[config.mk]
export PLATFORM = sky130hd
export DESIGN_NAME = serial_slave_unit
export DESIGN_NICKNAME = d
export VERILOG_FILES = /design/src/rtl/serial_slave_pkg.sv /design/src/rtl/serial_slave_unit.sv
export VERILOG_INCLUDE_DIRS = /design/src /design/src/rtl
export SDC_FILE = /design/constraint.sdc
export NUM_CORES = 1
export LEC_CHECK = 0
export ABC_CLOCK_PERIOD_IN_PS = 3760
export BUFFER_PORTS_ARGS = -buffer_cell sky130_fd_sc_hd__buf_4
export CORE_ASPECT_RATIO = 0.7
export CORE_MARGIN = 2
export CORE_UTILIZATION = 48
export DETAILED_ROUTE_END_ITERATION = 7
export GPL_ROUTABILITY_DRIVEN = 0
export PLACE_DENSITY_LB_ADDON = 0.1
export SLEW_MARGIN = 30
export SYNTH_ARGS = -nofsm -noshare
export SYNTH_HDL_FRONTEND = slang
export SYNTH_SLANG_ARGS = --single-unit
[constraint.sdc]
create_clock -name I_REF_CLK -period 3.76 [get_ports I_REF_CLK]
set_input_delay 0.376 -clock I_REF_CLK [delete_from_list [all_inputs] [get_ports I_REF_CLK]]
set_output_delay 0.376 -clock I_REF_CLK [all_outputs]
set_load 0.02 [all_outputs]
[src/rtl/serial_slave_defs.svh]
`ifndef SERIAL_SLAVE_DEFS_SVH
`define SERIAL_SLAVE_DEFS_SVH
// register byte offsets
`define OFS_TX_MAX_COUNT   12'h548
`define OFS_FRAME_FORMAT   12'h554
`define OFS_IGNORED_FILL   12'h55C
`define OFS_OVERREAD_FILL  12'h5C0
`define OFS_SLAVE_CTRL     12'h5C4
`define OFS_SLAVE_STATUS   12'h5C8
// reset values
`define RST_FORMAT         3'h0
`define RST_CHAR           8'h00
`define RST_MAX_COUNT      14'h0000
`define RST_IGNORE         1'h0
// field positions
`define FMT_MSB            2
`define CHAR_MSB           7
`define CNT_MSB            13
`define STAT_OVR_BIT       16
`define STAT_ACT_BIT       17
`define CTRL_IGN_BIT       0
// bit index of the last bit of a character
`define LAST_BIT           3'h7
`define FIRST_BIT          3'h0
`define CNT_ONE            14'h0001
`define CNT_ZERO           14'h0000
`endif

[src/rtl/serial_slave_pkg.sv]
`default_nettype none
package serial_slave_pkg;
  // frame format: bit order, clock phase, clock polarity
  typedef struct packed {
    logic cpol;       // 1: clock active low
    logic cpha;       // 1: sample on trailing edge
    logic low_first;  // 1: low_bit_first
  } frame_fmt_t;

  // avalon-mm request from the master
  typedef struct packed {
    logic        read;
    logic        write;
    logic [11:0] address;
    logic [31:0] writedata;
  } avs_req_t;

  // received byte handed to the rest of the slave
  typedef struct packed {
    logic       valid;
    logic [7:0] data;
  } rx_byte_t;
endpackage
`default_nettype wire

[src/rtl/serial_slave_unit.sv]
// Notes on behaviour
// order bit picks high or low bit first
// phase bit picks sample and shift edges
// polarity bit sets idle clock level
// ignored transaction sends the ignored fill char
// past buffer end send over-read fill char
// max count bounds bytes taken from buffer
// fill chars are bytes, same framing as data
//
// The implementer's own choice: the Avalon-MM slave port.
`timescale 1ns/10ps
`include "serial_slave_defs.svh"
`default_nettype none
module serial_slave_unit
  import serial_slave_pkg::*;
(
  input  wire logic       I_REF_CLK,         // 200 MHz system clock
  input  wire logic       I_RSTN,            // async reset, active low
  input  wire avs_req_t   I_AVS_REQ,         // avalon read/write/address/data
  output logic [31:0]     O_AVS_READDATA,    // avalon read data
  output logic            O_AVS_WAITREQUEST, // avalon wait request
  input  wire logic       I_SCK,             // serial clock from master
  input  wire logic       I_CHIP_SELECT_N,   // chip select, active low
  input  wire logic       I_MOSI,            // serial data in
  output logic            O_MISO,            // serial data out
  output logic            O_MISO_OE,         // high while driving miso
  input  wire logic [7:0] I_TX_BYTE,         // buffer byte at the tx index
  output logic [13:0]     O_TX_BYTE_IDX,     // index of next buffer byte
  output var rx_byte_t    O_RX_BYTE          // received byte, valid pulse
);

  ////////////////////////////////////////////////////////////////////////
  // registers
  frame_fmt_t  fmt_q;
  logic [7:0]  fill_ign_q;
  logic [7:0]  fill_ovr_q;
  logic [13:0] max_q;
  logic        ign_ctrl_q;
  logic        ack_q;
  logic [31:0] rdata_q;
  logic        req;

  // serial side state
  logic [2:0]  sck_q;
  logic [2:0]  cs_n_q;
  logic [1:0]  mosi_q;
  logic [7:0]  sh_q;
  logic [2:0]  oidx_q;
  logic        first_q;
  logic [7:0]  rx_q;
  logic [2:0]  ridx_q;
  logic [13:0] cnt_q;
  logic [13:0] amount_q;
  logic        ign_q;
  logic        ovr_q;
  logic        miso_q;
  rx_byte_t    rxo_q;

  ////////////////////////////////////////////////////////////////////////
  // avalon slave: one wait cycle, then answer
  assign req               = I_AVS_REQ.read | I_AVS_REQ.write;
  assign O_AVS_WAITREQUEST = req & ~ack_q;
  assign O_AVS_READDATA    = rdata_q;

  always_ff @(posedge I_REF_CLK or negedge I_RSTN) begin
    if (!I_RSTN) begin
      ack_q <= 1'b0;
    end else begin
      ack_q <= req & ~ack_q;
    end
  end

  // register writes take effect on the accepting edge
  always_ff @(posedge I_REF_CLK or negedge I_RSTN) begin
    if (!I_RSTN) begin
      fmt_q      <= `RST_FORMAT;
      fill_ign_q <= `RST_CHAR;
      fill_ovr_q <= `RST_CHAR;
      max_q      <= `RST_MAX_COUNT;
      ign_ctrl_q <= `RST_IGNORE;
    end else if (I_AVS_REQ.write && ack_q) begin
      if (I_AVS_REQ.address == `OFS_FRAME_FORMAT) begin
        fmt_q <= I_AVS_REQ.writedata[`FMT_MSB:0];
      end else if (I_AVS_REQ.address == `OFS_IGNORED_FILL) begin
        fill_ign_q <= I_AVS_REQ.writedata[`CHAR_MSB:0];
      end else if (I_AVS_REQ.address == `OFS_OVERREAD_FILL) begin
        fill_ovr_q <= I_AVS_REQ.writedata[`CHAR_MSB:0];
      end else if (I_AVS_REQ.address == `OFS_TX_MAX_COUNT) begin
        max_q <= I_AVS_REQ.writedata[`CNT_MSB:0];
      end else if (I_AVS_REQ.address == `OFS_SLAVE_CTRL) begin
        ign_ctrl_q <= I_AVS_REQ.writedata[`CTRL_IGN_BIT];
      end
    end
  end

  // read data; unmapped offsets read zero
  always_ff @(posedge I_REF_CLK or negedge I_RSTN) begin
    if (!I_RSTN) begin
      rdata_q <= 32'h00000000;
    end else begin
      rdata_q <= 32'h00000000;
      if (I_AVS_REQ.address == `OFS_FRAME_FORMAT) begin
        rdata_q[`FMT_MSB:0] <= fmt_q;
      end else if (I_AVS_REQ.address == `OFS_IGNORED_FILL) begin
        rdata_q[`CHAR_MSB:0] <= fill_ign_q;
      end else if (I_AVS_REQ.address == `OFS_OVERREAD_FILL) begin
        rdata_q[`CHAR_MSB:0] <= fill_ovr_q;
      end else if (I_AVS_REQ.address == `OFS_TX_MAX_COUNT) begin
        rdata_q[`CNT_MSB:0] <= max_q;
      end else if (I_AVS_REQ.address == `OFS_SLAVE_CTRL) begin
        rdata_q[`CTRL_IGN_BIT] <= ign_ctrl_q;
      end else if (I_AVS_REQ.address == `OFS_SLAVE_STATUS) begin
        rdata_q[`CNT_MSB:0]      <= amount_q;
        rdata_q[`STAT_OVR_BIT]   <= ovr_q;
        rdata_q[`STAT_ACT_BIT]   <= ~cs_n_q[1];
      end
    end
  end

  ////////////////////////////////////////////////////////////////////////
  // pin synchronisers; bit 2 is a delayed copy for edge detection
  always_ff @(posedge I_REF_CLK or negedge I_RSTN) begin
    if (!I_RSTN) begin
      sck_q  <= 3'h0;
      cs_n_q <= 3'h7;
      mosi_q <= 2'h0;
    end else begin
      sck_q  <= {sck_q[1:0], I_SCK};
      cs_n_q <= {cs_n_q[1:0], I_CHIP_SELECT_N};
      mosi_q <= {mosi_q[0], I_MOSI};
    end
  end

  logic active, cs_start, cs_end, e_now, e_prev, lead, trail, samp, shft;
  logic load_ign, from_buf, load, adv;
  logic [7:0] next_char;

  assign active   = ~cs_n_q[1];
  assign cs_start = ~cs_n_q[1] & cs_n_q[2];
  assign cs_end   = cs_n_q[1] & ~cs_n_q[2];
  // clock seen in its active sense, so leading is always idle->active
  assign e_now    = sck_q[1] ^ fmt_q.cpol;
  assign e_prev   = sck_q[2] ^ fmt_q.cpol;
  assign lead     = e_now & ~e_prev;
  assign trail    = ~e_now & e_prev;
  assign samp     = active & (fmt_q.cpha ? trail : lead);
  assign shft     = active & (fmt_q.cpha ? lead : trail);

  // character source: ignored fill, buffer, or over-read fill
  assign load_ign  = cs_start ? ign_ctrl_q : ign_q;
  assign from_buf  = ~load_ign & (cnt_q < max_q);
  assign next_char = load_ign ? fill_ign_q :
                     (from_buf ? I_TX_BYTE : fill_ovr_q);
  assign adv       = shft & ~(fmt_q.cpha & first_q);
  assign load      = cs_start | (adv & (oidx_q == `LAST_BIT));
  assign O_TX_BYTE_IDX = cnt_q;

  ////////////////////////////////////////////////////////////////////////
  // transmit shifter and bit index counter
  always_ff @(posedge I_REF_CLK or negedge I_RSTN) begin
    if (!I_RSTN) begin
      sh_q    <= `RST_CHAR;
      oidx_q  <= `FIRST_BIT;
      first_q <= 1'b1;
      ign_q   <= `RST_IGNORE;
    end else begin
      if (cs_start) begin
        ign_q   <= ign_ctrl_q;
        first_q <= 1'b1;
      end else if (shft) begin
        first_q <= 1'b0;
      end
      if (load) begin
        sh_q   <= next_char;
        oidx_q <= `FIRST_BIT;
      end else if (adv) begin
        oidx_q <= oidx_q + 3'h1;
      end
    end
  end

  // buffer byte count; cleared at frame end after its amount is kept
  always_ff @(posedge I_REF_CLK or negedge I_RSTN) begin
    if (!I_RSTN) begin
      cnt_q    <= `CNT_ZERO;
      amount_q <= `CNT_ZERO;
      ovr_q    <= 1'b0;
    end else begin
      if (cs_end) begin
        amount_q <= cnt_q;
        cnt_q    <= `CNT_ZERO;
      end else if (load && from_buf) begin
        cnt_q <= cnt_q + `CNT_ONE;
      end
      // set wins, so an over-read on the very first char is kept
      if (load && !load_ign && !from_buf) begin
        ovr_q <= 1'b1;
      end else if (cs_start) begin
        ovr_q <= 1'b0;
      end
    end
  end

  // miso bit chosen by bit order
  always_ff @(posedge I_REF_CLK or negedge I_RSTN) begin
    if (!I_RSTN) begin
      miso_q <= 1'b0;
    end else begin
      miso_q <= fmt_q.low_first ? sh_q[oidx_q] : sh_q[`LAST_BIT - oidx_q];
    end
  end
  assign O_MISO    = miso_q;
  assign O_MISO_OE = active;

  // receive shifter
  always_ff @(posedge I_REF_CLK or negedge I_RSTN) begin
    if (!I_RSTN) begin
      rx_q   <= `RST_CHAR;
      ridx_q <= `FIRST_BIT;
      rxo_q  <= '0;
    end else begin
      rxo_q.valid <= 1'b0;
      if (cs_start) begin
        ridx_q <= `FIRST_BIT;
      end else if (samp) begin
        rx_q   <= fmt_q.low_first ? {mosi_q[1], rx_q[7:1]} : {rx_q[6:0], mosi_q[1]};
        ridx_q <= ridx_q + 3'h1;
        if (ridx_q == `LAST_BIT) begin
          rxo_q.valid <= 1'b1;
          rxo_q.data  <= fmt_q.low_first ? {mosi_q[1], rx_q[7:1]} : {rx_q[6:0], mosi_q[1]};
        end
      end
    end
  end
  assign O_RX_BYTE = rxo_q;
endmodule
`default_nettype wire

==> reports/metrics.yaml <==
crit_chain: "buf_4, ha_1, a211o_1, a21oi_1, o21ai_1, a21o_1, or4_1, a21oi_1"
grt_use_total: 0.239
synth_top_family_by_area: "compound AO/OA/AOI/OAI gates"
core_area_mm2: 0.0119
cts_resized: 0
tightest_slew_ns: 0.933
h-tree-depth: 4
clock_tree.root_cell: "clkbuf_16"
clock-sinks: 122
startpoint: "O_TX_BYTE_IDX[3]"
io_buffers: 82
r2r-start: "O_TX_BYTE_IDX[3]"
final_cell_mix: "dfrtp_1, buf_4, nand2_1"
grt_pass1_wl_um: 24000
place_worst_setup_slack_ns: 1.05
cts_tree: "done"
synth.yosys.seq_area_share: 0.515
ioPinCount: 117
synth_cell_types: 67
antenna_cells: 0
drc: 0
overflow: 0
final.setup.tns_ns: 0
synth_largest_area_cell: "dfrtp_1"
fillers: 996
synth-compound-area-share: 0.139
synth.area.mux_share: 0.112
seq_area_mm2: 0.00306
syn_inst: 550
wirelength_um: 15100
crit_top_cell: "a21oi_1"
fin_skew_ns: 0.0109
cts_setup_buffers: 0
grt_max_degree: 57
cp_num_buf_inv: 1
start_util: 0.500
layout-drive-gt1-share: 0.275
antenna_found_initial: 0
synth_area_mm2: 0.00594
startpoint_type: "flip-flop"
post-route-period-util: 0.747
relSlewSlack: 0.377
hold_path.class: "primary input to async pin"
synth_top_flop_cell: "dfrtp_1"
r2r_slack_ns: 0.95
syn_avg_cell_area_um2: 10.8
clock.fmax_ghz: 0.356
design.die.area_mm2: 0.0133
final_hold_viol_count: 0
die_height_um: 97.1
finalNonFillerCells: 805
viasPerCell: 5.79
drt-wirelength-per-cell_um: 18.7
fp-row-count: 33
crit_path_end_kind: "flip-flop"
synthAdderAreaFrac: 0.0379
irDropWorstVdd_mv: 0.380
die_x_um: 137
grt_setup_unrepaired: "no"
timing.critical_path.required_ns: 4.08
ys_ff_latch: 122
worstPathArrival_ns: 3.13
synth_xor_xnor_area_share: 0.00147
cts_buffers: 17
yosys.area_share.simple: 0.138
worstSetupPathType: "flip-flop to flip-flop"
crit_end: "O_TX_BYTE_IDX[7]"
area_delta_synth_final_pct: 21.5
cp_max_fo: 22
vias: 4657
dp_cells: 774
power_leakage_uw: 0.00341
nNetsFinal: 713
synth_area_leaders: "dfrtp_1, mux2_2, nand2_1"
outcome: "complete, no violations"
maxCapViolCount: 0
clkTransAtPathRegs_ns: 0.05
synth-edff-count: 0
timing.rr.end: "O_TX_BYTE_IDX[7]"
timing.hold.ws_ns: 0.00743
final_common_cell: "dfrtp_1"
clk_latency_ns: 0.41
setup_violations: 0
min_period_ns: 2.81
grt_pass1_vias: 4430
worst_r2r_path_depth: 8
clk_path_buf_depth: 2
first_pass_iters: 5
cp_num_cells: 8
maxSlewViolCount: 0
timing.final.ws_setup_ns: 0.951
synth_top_area_frac: 0.497
yosysWarningCount: 0
drt_iter0_drc: 340
async_reset_ff_frac: 1.00
slowest_stage: "or4_1"
slowest_delay_ns: 0.61
postLayoutCoreUtil: 0.607
p_per_area_mw_per_mm2: 442
place_hpwl_um: 10600
cts_hold_buf: 0
crit_family: "compound AO/OA/AOI/OAI gates"
antenna_left: 0
multi_input_area_mm2: 0.00262
kinds of logic (layout without fill, tap and decap cells):
kind of cell,Yosys count,after routing
AOI/OAI and AO/OA,121,121
xor gates and xnor gates,1,1
adders and majority gates,18,18
buffers and inverters,66,149
DFF,122,122
muxes,56,56
other,1,16
and+or+nand+nor,165,165
flip-flops by register name, indices dropped and copies added (netlist names):
| name | count |
|---|---|
| oidx_q | 3 |
| cs_n_q | 3 |
| ovr_q | 1 |
| ridx_q | 3 |
| first_q | 1 |
| sh_q | 8 |
| ign_ctrl_q | 1 |
| max_q | 14 |
| sck_q | 3 |
| fill_ovr_q | 8 |
| O_MISO | 1 |
| O_AVS_READDATA | 16 |
| ack_q | 1 |
| ign_q | 1 |
| amount_q | 14 |
| O_RX_BYTE | 9 |
| fmt_q | 3 |
| O_TX_BYTE_IDX | 14 |
| mosi_q | 2 |
| rx_q | 8 |
| fill_ign_q | 8 |
per-stage QoR:
| step | power [uW] | cell area (um2) |
|---|---|---|
| after floorplan | 1560 | 6000 |
| after global placement | 1650 | 6660 |
| after detailed placement | 1660 | 6660 |
| after CTS | 3220 | 7210 |
| after global routing | 3310 | 7220 |
| final | 3190 | 7220 |
worst min-delay path by stage:
| stage | endpoint | slack [ns] | depth (start not counted) |
|---|---|---|---|
| after global routing | fill_ign_q[3] | 0.05 | 1 |
| after CTS | fill_ign_q[3] | 0.02 | 1 |
| after floorplan | O_AVS_READDATA[0] | 0.08 | 0 |
| final | fill_ign_q[3] | 0.007 | 1 |
| after detailed placement | mosi_q[1] | 0.34 | 0 |
| after global placement | mosi_q[1] | 0.33 | 0 |
cell type report:
class,instances,share of cell area
sequential,122,0.423
multi-input combinational,377,0.363
timing repair buffer,92,0.0957
clock buffer,24,0.0681
tap,157,0.0272
inverter,26,0.0135
clock inverter,7,0.00918
synth_stat cells (2+ instances only):
library cell	count
nor2b_1	3
nand4_1	8
nand4b_1	2
o31ai_1	4
buf_4	18
or3_1	3
dfstp_2	4
dfrtp_1	118
a211oi_1	6
o22ai_1	2
mux4_2	5
nor3_1	4
mux2_2	34
mux2i_1	17
o21a_1	2
a21o_1	4
inv_1	25
or4_1	3
a221oi_1	8
nor4b_1	2
clkbuf_1	14
a22o_1	8
nand2b_1	5
nand2_1	73
nor2_1	26
and2_1	3
buf_2	6
a21oi_1	29
o211ai_1	3
o21ai_0	29
a22oi_1	10
o21bai_1	2
nand3_1	19
ha_1	18
worst reg2reg max path, stage by stage, from the launching register on:
cell	delay, ns
dfrtp_1	0.36
buf_4	0.17
ha_1	0.31
a211o_1	0.26
a21oi_1	0.15
o21ai_1	0.17
a21o_1	0.52
or4_1	0.61
a21oi_1	0.18
layer usage:
layer	global-route usage	wire, um	share of wire	up-vias
met5	0	0	0	-
met4	0.0753	267	0.018	0
met3	0.0600	1340	0.089	25
met2	0.328	6200	0.41	225
met1	0.370	7290	0.48	2285
li1	-	-	-	2122
power breakdown:
group	internal, uW	switching, uW
registers	1360	49.3
logic	100	134
clock network	972	576
(Power assumes the default switching activity.)
